`src/tx_tuning_pkg.sv`:
```
// Constants, register map and helpers for the transmit start-threshold control.
// Assumes a 32-bit register port with byte addresses and a single 50 MHz clock.
//
// How it works
// RULE1: Enhancement bits act only while the external enhancement gate input is high.
// RULE2: Control register loads from software writes or from the serial EEPROM loader.
// RULE3: Bits 31 to 16 of the control register always read as zero.
// RULE4: Reorder-off bit forces strictly in-sequence asynchronous transmit processing.
// RULE5: Level code 00=2K, 01=1.7K default, 10=1K, 11=512 bytes.
// RULE6: Programmed level applies only until the first FIFO underrun; the code applies it again after the next control register load.
// RULE7: A retried packet uses the 2K threshold, fully buffered first.
// RULE8: Below 2K, start at threshold or on whole packet checked in.
// RULE9: FIFO empty before packet end is an underrun, then store-and-forward.
// RULE10: After underrun, second attempt waits until whole packet is resident.
// RULE11: At 2K, transmit only after the end-of-packet token entered the FIFO.
// RULE12: Zero transmit retries count forces store-and-forward always.
// RULE13: Bit 11 is read-only and reads as zero.
// RULE14: Software normally keeps the 1.7K level, the usual best choice.
// RULE15: Bit 14 is read-only and reads as zero.
`default_nettype none
package tx_tuning_pkg;
	// Register byte addresses
	localparam logic [7:0] TUNING_ADDR = 8'hF4;
	localparam logic [7:0] IRQ_STATUS_ADDR = 8'hE0;
	localparam logic [7:0] IRQ_MASK_ADDR = 8'hE4;
	localparam logic [7:0] STATE_ADDR = 8'hE8;
	// Control register fields
	localparam int REORDER_OFF_BIT = 15;
	localparam int LEVEL_HI = 13;
	localparam int LEVEL_LO = 12;
	localparam logic [31:0] TUNING_RESET = 32'h0000_1000;
	localparam logic [31:0] TUNING_WRITABLE = 32'h0000_B000;
	// Start-level codes
	localparam logic [1:0] LEVEL_2K = 2'h0;
	localparam logic [1:0] LEVEL_1K7 = 2'h1;
	localparam logic [1:0] LEVEL_1K = 2'h2;
	localparam logic [1:0] LEVEL_512 = 2'h3;
	// Thresholds in bytes
	localparam int OCC_W = 12;
	localparam logic [OCC_W-1:0] BYTES_2K = 12'h800;
	localparam logic [OCC_W-1:0] BYTES_1K7 = 12'h6CC;
	localparam logic [OCC_W-1:0] BYTES_1K = 12'h400;
	localparam logic [OCC_W-1:0] BYTES_512 = 12'h200;
	// Interrupt status bits
	localparam int IRQ_W = 3;
	localparam int IRQ_UNDERRUN = 0;
	localparam int IRQ_TX_START = 1;
	localparam int IRQ_TX_DONE = 2;
	// Lane width of per-cycle byte counts
	localparam int LANE_W = 4;

	// Transmit sequencing states
	typedef enum logic [3:0] {
		ST_IDLE = 4'h1,
		ST_FILL = 4'h2,
		ST_SEND = 4'h4,
		ST_HOLD = 4'h8
	} tx_state_t;

	// Threshold in bytes for a level code
	function automatic logic [OCC_W-1:0] levelBytes(input logic [1:0] code);
		case (code)
			LEVEL_2K: levelBytes = BYTES_2K;
			LEVEL_1K7: levelBytes = BYTES_1K7;
			LEVEL_1K: levelBytes = BYTES_1K;
			default: levelBytes = BYTES_512;
		endcase
	endfunction
endpackage
`default_nettype wire
```
`src/tx_fill_tracker.sv`:
```
// FIFO occupancy tracker for the asynchronous transmit path.
// Assumes byte counts arrive synchronous to ref_clk and never overflow the FIFO.
`timescale 1ns/1ps
`default_nettype none
module tx_fill_tracker
	import tx_tuning_pkg::*;
(
	input wire logic ref_clk,
	input wire logic reset,
	input wire logic [LANE_W-1:0] addBytes,
	input wire logic [LANE_W-1:0] takeBytes,
	output logic [OCC_W-1:0] occupancy_r
);
	logic [OCC_W-1:0] occupancy_nxt;
	logic [OCC_W-1:0] addWide;
	logic [OCC_W-1:0] takeWide;

	// Widen lane counts and form the next fill level
	assign addWide = {{(OCC_W-LANE_W){1'b0}}, addBytes};
	assign takeWide = {{(OCC_W-LANE_W){1'b0}}, takeBytes};
	assign occupancy_nxt = (occupancy_r + addWide < takeWide) ? '0 : occupancy_r + addWide - takeWide;

	// Fill level register
	always_ff @(posedge ref_clk) begin
		if (reset) begin
			occupancy_r <= '0;
		end else begin
			occupancy_r <= occupancy_nxt;
		end
	end
endmodule
`default_nettype wire

```
`src/tx_threshold_ctrl.sv`:
```
// Start-threshold control for the asynchronous transmit path with its register port.
// Assumes the FIFO, the link drain and the EEPROM loader sit outside, all on ref_clk.
// Every output is registered; read data stand only in the cycle after the read strobe.
//
// Decided for this implementation: the plain strobed port.
`timescale 1ns/1ps
`default_nettype none
module tx_threshold_ctrl
	import tx_tuning_pkg::*;
(
	input wire logic ref_clk,
	input wire logic reset,
	input wire logic [7:0] regAddr,
	input wire logic [31:0] regWdata,
	input wire logic regWrite,
	input wire logic regRead,
	output logic [31:0] regRdata,
	input wire logic eepromLoad,
	input wire logic [31:0] eepromData,
	input wire logic phyEnhanceGate,
	input wire logic retriesZero,
	input wire logic [LANE_W-1:0] fillBytes,
	input wire logic [LANE_W-1:0] drainBytes,
	input wire logic eopIn,
	input wire logic fifoEmpty,
	input wire logic retryReq,
	input wire logic txDone,
	output logic txGo,
	output logic inOrderOnly,
	output logic storeForward,
	output logic irq
);
	logic [31:0] tuning_r;
	logic [31:0] tuning_nxt;
	logic [IRQ_W-1:0] irqStatus_r;
	logic [IRQ_W-1:0] irqStatus_nxt;
	logic [IRQ_W-1:0] irqMask_r;
	logic [31:0] rdata_r;
	logic [31:0] rdata_nxt;
	logic txGo_r;
	logic inOrder_r;
	logic storeFwd_r;
	logic irq_r;
	logic fallback_r;
	logic retrying_r;
	logic eopResident_r;
	tx_state_t state_r;
	tx_state_t state_nxt;
	logic [OCC_W-1:0] occupancy;
	logic [IRQ_W-1:0] irqMask_nxt;
	logic eopResident_nxt;
	logic retrying_nxt;
	logic fallback_nxt;
	logic txGo_nxt;
	logic inOrder_nxt;
	logic storeFwd_nxt;
	logic irq_nxt;
	logic [31:0] statusWord;
	logic [31:0] maskWord;

	// Address decode
	wire hitTuning = regAddr == TUNING_ADDR;
	wire hitStatus = regAddr == IRQ_STATUS_ADDR;
	wire hitMask = regAddr == IRQ_MASK_ADDR;
	wire hitState = regAddr == STATE_ADDR;
	wire swTuningWrite = regWrite && hitTuning;
	wire swStatusWrite = regWrite && hitStatus;
	wire swMaskWrite = regWrite && hitMask;

	// Control register load, EEPROM image takes precedence
	wire loadTuning = eepromLoad || swTuningWrite; // RULE2
	wire [31:0] loadValue = eepromLoad ? eepromData : regWdata; // RULE2
	// Only bits 15, 13 and 12 hold state; 31-16, 14 and 11 stay zero
	assign tuning_nxt = loadTuning ? (loadValue & TUNING_WRITABLE) : tuning_r; // RULE3 RULE13 RULE15

	// Effective settings, enhancement bits gated by the external enable
	wire reorderOffBit = tuning_r[REORDER_OFF_BIT];
	wire [1:0] levelField = tuning_r[LEVEL_HI:LEVEL_LO];
	wire reorderOffEff = phyEnhanceGate && reorderOffBit; // RULE1 RULE4
	wire [1:0] levelEff = phyEnhanceGate ? levelField : LEVEL_1K7; // RULE1 RULE5

	// Store-and-forward sources
	wire sfByLevel = levelEff == LEVEL_2K; // RULE11
	wire sfMode = sfByLevel || retriesZero || fallback_r || retrying_r; // RULE6 RULE7 RULE12
	wire [OCC_W-1:0] threshold = levelBytes(levelEff); // RULE5
	wire levelReached = !sfMode && (occupancy >= threshold); // RULE8
	wire startOk = levelReached || eopResident_r; // RULE8 RULE10 RULE11
	wire underrun = (state_r == ST_SEND) && fifoEmpty && !eopResident_r && !txDone; // RULE9
	wire startEvent = (state_r != ST_SEND) && (state_nxt == ST_SEND);
	wire dataSeen = (fillBytes != '0) || eopIn;

	// Occupancy counter
	tx_fill_tracker fillTracker (
		.ref_clk(ref_clk),
		.reset(reset),
		.addBytes(fillBytes),
		.takeBytes(drainBytes),
		.occupancy_r(occupancy)
	);

	// Sequencing next state
	always_comb begin
		state_nxt = state_r;
		case (state_r)
			ST_IDLE: begin
				if (dataSeen || eopResident_r) begin
					state_nxt = ST_FILL;
				end
			end
			ST_FILL: begin
				if (startOk) begin
					state_nxt = ST_SEND; // RULE8 RULE11
				end
			end
			ST_SEND: begin
				if (txDone) begin
					state_nxt = ST_IDLE;
				end else if (underrun) begin
					state_nxt = ST_HOLD; // RULE9
				end
			end
			ST_HOLD: begin
				if (eopResident_r) begin
					state_nxt = ST_SEND; // RULE10
				end
			end
			default: begin
				state_nxt = ST_IDLE;
			end
		endcase
	end

	// Interrupt events, one bit per status position
	wire [IRQ_W-1:0] irqEvents = {txDone && (state_r == ST_SEND), startEvent, underrun};
	// Write-one-to-clear pattern from a software status write
	wire [IRQ_W-1:0] irqClear = swStatusWrite ? regWdata[IRQ_W-1:0] : '0;
	// Sticky status, an event in the clearing cycle wins
	assign irqStatus_nxt = (irqStatus_r & ~irqClear) | irqEvents;
	// Mask follows software writes only
	assign irqMask_nxt = swMaskWrite ? regWdata[IRQ_W-1:0] : irqMask_r;
	// Level request from any enabled status bit
	wire irqAny = |(irqStatus_nxt & irqMask_r);
	assign irq_nxt = irqAny;

	// State snapshot for software
	wire [31:0] stateWord = {8'h00, 4'h0, occupancy, 1'b0, retrying_r, fallback_r, eopResident_r, state_r};
	// Status and mask widened to the port width
	assign statusWord = {{(32-IRQ_W){1'b0}}, irqStatus_r};
	assign maskWord = {{(32-IRQ_W){1'b0}}, irqMask_r};

	// Read data mux, unmapped reads return zero
	assign rdata_nxt = !regRead ? '0 :
		hitTuning ? tuning_r : // RULE3 RULE13 RULE15
		hitStatus ? statusWord :
		hitMask ? maskWord :
		hitState ? stateWord : '0;

	// Token arriving with completion is kept for the next packet
	assign eopResident_nxt = eopIn || (eopResident_r && !txDone);

	// Retry buffering lasts until the retried packet completes
	assign retrying_nxt = retryReq || (retrying_r && !txDone); // RULE7

	// Fallback set by an underrun, cleared by a reload; the set wins
	assign fallback_nxt = underrun || (fallback_r && !loadTuning); // RULE6 RULE9

	// Output next values
	assign txGo_nxt = state_nxt == ST_SEND;
	assign inOrder_nxt = reorderOffEff; // RULE4
	assign storeFwd_nxt = sfMode || underrun; // RULE12

	// Control register, reset to the 1.7K level
	always_ff @(posedge ref_clk) begin
		if (reset) begin
			tuning_r <= TUNING_RESET;
		end else begin
			tuning_r <= tuning_nxt;
		end
	end

	// Interrupt status register
	always_ff @(posedge ref_clk) begin
		if (reset) begin
			irqStatus_r <= '0;
		end else begin
			irqStatus_r <= irqStatus_nxt;
		end
	end

	// Interrupt mask register
	always_ff @(posedge ref_clk) begin
		if (reset) begin
			irqMask_r <= '0;
		end else begin
			irqMask_r <= irqMask_nxt;
		end
	end

	// Read data, one cycle after the strobe
	always_ff @(posedge ref_clk) begin
		if (reset) begin
			rdata_r <= '0;
		end else begin
			rdata_r <= rdata_nxt;
		end
	end

	// Sequencer state
	always_ff @(posedge ref_clk) begin
		if (reset) begin
			state_r <= ST_IDLE;
		end else begin
			state_r <= state_nxt;
		end
	end

	// End-of-packet token resident flag
	always_ff @(posedge ref_clk) begin
		if (reset) begin
			eopResident_r <= 1'b0;
		end else begin
			eopResident_r <= eopResident_nxt;
		end
	end

	// Retry in progress flag
	always_ff @(posedge ref_clk) begin
		if (reset) begin
			retrying_r <= 1'b0;
		end else begin
			retrying_r <= retrying_nxt;
		end
	end

	// Store-and-forward fallback after an underrun
	always_ff @(posedge ref_clk) begin
		if (reset) begin
			fallback_r <= 1'b0;
		end else begin
			fallback_r <= fallback_nxt;
		end
	end

	// Send output
	always_ff @(posedge ref_clk) begin
		if (reset) begin
			txGo_r <= 1'b0;
		end else begin
			txGo_r <= txGo_nxt;
		end
	end

	// In-sequence output
	always_ff @(posedge ref_clk) begin
		if (reset) begin
			inOrder_r <= 1'b0;
		end else begin
			inOrder_r <= inOrder_nxt;
		end
	end

	// Store-and-forward output, safe value in reset
	always_ff @(posedge ref_clk) begin
		if (reset) begin
			storeFwd_r <= 1'b1;
		end else begin
			storeFwd_r <= storeFwd_nxt;
		end
	end

	// Interrupt output
	always_ff @(posedge ref_clk) begin
		if (reset) begin
			irq_r <= 1'b0;
		end else begin
			irq_r <= irq_nxt;
		end
	end

	// Ports straight from their flip-flops
	assign regRdata = rdata_r;
	assign txGo = txGo_r;
	assign inOrderOnly = inOrder_r;
	assign storeForward = storeFwd_r;
	assign irq = irq_r;
endmodule
`default_nettype wire

```
`config.mk`:
```
export PLATFORM = sky130hd
export DESIGN_NAME = tx_threshold_ctrl
export DESIGN_NICKNAME = d
export VERILOG_FILES = /design/src/tx_tuning_pkg.sv /design/src/tx_fill_tracker.sv /design/src/tx_threshold_ctrl.sv
export SDC_FILE = /design/constraint.sdc
export NUM_CORES = 1
export LEC_CHECK = 0
export BUFFER_PORTS_ARGS = -buffer_cell sky130_fd_sc_hd__buf_2
export CELL_PAD_IN_SITES_DETAIL_PLACEMENT = 1
export CELL_PAD_IN_SITES_GLOBAL_PLACEMENT = 2
export CORE_MARGIN = 2
export CORE_UTILIZATION = 29
export CTS_CLUSTER_SIZE = 14
export DETAILED_ROUTE_END_ITERATION = 8
export PLACE_DENSITY_LB_ADDON = 0.25
export SYNTH_ARGS = -nofsm -noshare
export SYNTH_HDL_FRONTEND = slang
export SYNTH_HIERARCHICAL = 1
export SYNTH_SLANG_ARGS = --single-unit
```
`constraint.sdc`:
```
create_clock -name ref_clk -period 4.55 [get_ports ref_clk]
set_clock_uncertainty 0.1 [all_clocks]
set_input_delay 0.2275 -clock ref_clk [delete_from_list [all_inputs] [get_ports ref_clk]]
set_output_delay 0.2275 -clock ref_clk [all_outputs]
set_load 0.02 [all_outputs]
```
==> flow_summary.yaml <==
status:
  run_status: "finished, final reports clean"
clocking:
  clkLatencyLatePin_ns: 0.29
  bufs_on_longest_clock_path: 2
  post_cts_setup_buffers: 0
  cts_htree_levels: 2
  cts-hold-fix-buffers: 0
  clock_sinks: 51
  clk_transition_reported_paths_ns: 0.09
  cts_inserted_buffers: 5
  tritoncts: "done"
  post_cts.resized_instances: 0
  cts-root-buf: "sky130_fd_sc_hd__clkbuf_8"
synthesis:
  synth_edf_count: 0
  postSynthRegisterBits: 51
  yosys_warns: 6
  netlist-cell-type-count: 69
  synth.yosys.seq_area_share_pct: 35.2
  post_synth.cell_area_avg_um2: 8.98
  synth_area_um2: 2900
  post_synth_inst_count: 323
  dominantRegCellSynth: "sky130_fd_sc_hd__dfxtp_1"
  fraction_of_registers_with_async_set_or_reset_after_synthesis_pct: 0
global_routing:
  global_route_wire_length_before_repair_um: 12600
  grtUsageTotal_pct: 14.1
  grt_util_met1_pct: 16.1
  grt_use_met2_pct: 26.7
  gr-total-overflow: 0
  groute.layer.met3.usage_pct: 2.94
  grt_max_degree: 30
  busiest_layer: "met2"
  number_of_global_route_vias_before_repair: 2600
  grt_antenna_before_repair: 0
routing:
  dr.pass1.iters: 4
  routed_wirelength_um: 7490
  detail_route.iter0.violations: 54
  route.detailed.vias_per_inst: 4.82
  num_vias: 2480
  routedWlPerCell_um: 14.5
  remaining_drc_errors: 0
  drt.antenna.violating_nets: 0
floorplanning:
  dieHeight_um: 104
  floorplan.rows: 36
  core_footprint_um2: 9730
  starting_density_of_the_core_pct: 29.8
  floorplan.io_pins: 127
  floorplan.die.width_um: 104
  die_area_um2: 10800
sta:
  timing.setup.tns_ns: 0
  setup_viol: 0
  fmaxAchievable_mhz: 321
  period_share_pct: 68.4
  grt_setup_unrepaired: "no"
  worst_slack_ns: 1.44
  hold_viol: 0
  worst-slew-pin-transition_ns: 0.827
  post-route-min-period_ns: 3.11
  max_slew_margin_pct: 44.1
  timing.final.max_slew_violations: 0
worst_setup_path:
  reg2reg_to: "fillTracker/occupancy_r[2]$_SDFF_PP0_"
  cp-end-kind: "register"
  cp_max_delay_cell: "sky130_fd_sc_hd__fa_1"
  worst-r2r-setup-slack_ns: 1.44
  critical_path_peak_fanout: 7
  timing.critical_path.required_ns: 4.64
  cp_cell_sequence: "ha_1 -> fa_1 -> fa_1 -> a21o_1 -> a21oi_1 -> o21ai_1 -> a21oi_1 -> a31o_2 -> nor2_1"
  worst_path_dominant_cell_family: "compound AO/OA/AOI/OAI gates"
  critPathLaunchType: "register"
  critical_path_buf_inv_count: 0
  timing.setup.critical_path_class: "register to register"
  r2r-start: "fillTracker/occupancy_r[0]$_SDFF_PP0_"
  worst_ep_arrival_time_ns: 3.21
  slowest_delay_ns: 0.49
  ff2ff_path_depth: 9
placed_design:
  port_buf_inserts: 58
  dp_hpwl_um: 6000
  preCtsSetupSlack_ns: 1.39
  routabilityCongestion: 0.800
cells_and_area:
  postLayoutCoreUtil_pct: 34.9
  num-nets-final: 490
  ratio_of_cells_with_drive_above_1_in_the_final_layout_pct: 23.6
  area.growth.synth_to_final_pct: 17.1
  antenna-diode-count: 0
hold_path:
  worstHoldStart: "retryReq"
  type_of_the_tightest_min_delay_check: "input pin to register"
  min_path_cells: 3
  terminating_pin_of_the_worst_hold_path: "retrying_r$_SDFF_PP0_"
power:
  leakage_power_summed_over_all_cells_nw: 1.51
  p_total_w: 0.00163
  pwr_density_cell_nw_per_um2: 480
  ir_drop_uv: 159
flow_run:
  drv.max_cap_violation_count: 0
==> worst max path at each step <==
| stage | start | slack, ns | end | cells after the start |
|---|---|---|---|---|
| finish | fillTracker/occupancy_r[0]$_SDFF_PP0_ | 1.44 | fillTracker/occupancy_r[2]$_SDFF_PP0_ | 9 |
| floorplan | fillTracker/occupancy_r[0]$_SDFF_PP0_ | 1.83 | fillTracker/occupancy_r[10]$_SDFF_PP0_ | 9 |
| CTS | fillTracker/occupancy_r[0]$_SDFF_PP0_ | 1.38 | fillTracker/occupancy_r[2]$_SDFF_PP0_ | 9 |
| detailed placement | fillBytes[0] | 1.39 | fillTracker/occupancy_r[2]$_SDFF_PP0_ | 10 |
| global route | fillTracker/occupancy_r[0]$_SDFF_PP0_ | 1.19 | fillTracker/occupancy_r[3]$_SDFF_PP0_ | 9 |
| global placement | fillBytes[0] | 1.42 | fillTracker/occupancy_r[9]$_SDFF_PP0_ | 10 |
==> synth_stat cells, types with 5 or more instances <==
master / instances / area, µm²
sky130_fd_sc_hd__dfxtp_1: 51 / 1020
sky130_fd_sc_hd__nor2_1: 28 / 105
sky130_fd_sc_hd__a21oi_1: 23 / 115
sky130_fd_sc_hd__inv_1: 19 / 71.3
sky130_fd_sc_hd__ha_1: 16 / 200
sky130_fd_sc_hd__nand2_1: 16 / 60.1
sky130_fd_sc_hd__and2_1: 15 / 93.8
sky130_fd_sc_hd__buf_4: 13 / 97.6
sky130_fd_sc_hd__xnor2_1: 10 / 87.6
sky130_fd_sc_hd__o21ai_0: 8 / 40.0
sky130_fd_sc_hd__mux2i_1: 7 / 70.1
sky130_fd_sc_hd__nor3_1: 7 / 35.0
sky130_fd_sc_hd__nand2b_1: 6 / 37.5
sky130_fd_sc_hd__o211ai_1: 5 / 37.5
==> cell usage in the layout (no fill, tap or decap), types with 3 or more instances in the layout <==
cell type                  synthesis  final
sky130_fd_sc_hd__buf_2             2     58
sky130_fd_sc_hd__dfxtp_1          51     51
sky130_fd_sc_hd__nor2_1           28     28
sky130_fd_sc_hd__a21oi_1          23     23
sky130_fd_sc_hd__inv_1            19     19
sky130_fd_sc_hd__nand2_1          16     16
sky130_fd_sc_hd__ha_1             16     16
sky130_fd_sc_hd__and2_1           15     15
sky130_fd_sc_hd__conb_1            1     13
sky130_fd_sc_hd__xnor2_1          10     10
sky130_fd_sc_hd__o21ai_0           8      8
sky130_fd_sc_hd__nor3_1            7      7
sky130_fd_sc_hd__mux2i_1           7      7
sky130_fd_sc_hd__nand2b_1          6      6
sky130_fd_sc_hd__clkbuf_8          0      6
sky130_fd_sc_hd__o211ai_1          5      5
sky130_fd_sc_hd__nor2b_1           4      4
sky130_fd_sc_hd__a22o_1            4      4
sky130_fd_sc_hd__a31oi_1           4      4
sky130_fd_sc_hd__o21ai_1           4      4
sky130_fd_sc_hd__nand3_1           4      4
sky130_fd_sc_hd__nor4b_1           4      4
sky130_fd_sc_hd__a21o_1            4      4
sky130_fd_sc_hd__or3_1             4      4
sky130_fd_sc_hd__nand3b_1          3      3
==> kinds of logic after synthesis <==
group / count (synthesis) / share of synthesized area [%]
AND/OR/NAND/NOR: 116 / 23.7
multiplexers: 8 / 2.81
flip-flops: 51 / 35.2
buffers and inverters: 38 / 6.69
XOR/XNOR: 13 / 4.19
other: 1 / 0.129
adder cells (fa/ha/maj): 18 / 8.29
AO/OA/AOI/OAI: 78 / 18.9
==> stage by stage <==
step,std cells,cell area (µm²),hold WS [ns]
after detailed placement,507,3280,0.349
after floorplan,335,2940,0.245
after global routing,515,3400,0.0631
after CTS,515,3400,0.0335
after global placement,507,3280,0.343
final,515,3400,0.0382
==> power breakdown <==
| part | total [W] | switching, W | internal, W |
|---|---|---|---|
| Clock | 0.000330 | 0.000152 | 0.000178 |
| Combinational | 0.000696 | 0.000400 | 0.000296 |
| Sequential | 0.000605 | 0.0000967 | 0.000508 |
==> flip-flops by register name, summed over array words and instances, names as in the netlist <==
signal	count
regRdata	19
irqMask_r	3
inOrderOnly	1
storeForward	1
retrying_r	1
eopResident_r	1
irqStatus_r	3
fillTracker/occupancy_r	12
txGo	1
tuning_r	3
irq	1
fallback_r	1
state_r	4
==> layer usage <==
| metal | up-vias | routed length, µm |
|---|---|---|
| met5 | - | 0 |
| met1 | 1201 | 3230 |
| li1 | 1241 | - |
| met3 | 4 | 216 |
| met4 | 0 | 47 |
| met2 | 34 | 3990 |
==> worst reg2reg max path, delay by kind of cell, from the launching register on <==
family	cells	cell delay [ns]
AO/OA/AOI/OAI	5	1.31
adder cells (fa/ha/maj)	3	1.18
flip-flops	1	0.37
AND/OR/NAND/NOR	1	0.07
==> area by class of cell <==
type | instances | area, µm²
Clock buffer | 6 | 82.6
Inverter | 19 | 71.3
Multi-Input combinational cell | 246 | 1730
Tap cell | 133 | 166
Timing Repair Buffer | 58 | 290
Fill cell | 1213 | 6330
Sequential cell | 51 | 1020
Clock inverter | 2 | 35.0
No activity file was read; power rests on OpenSTA's default activity.
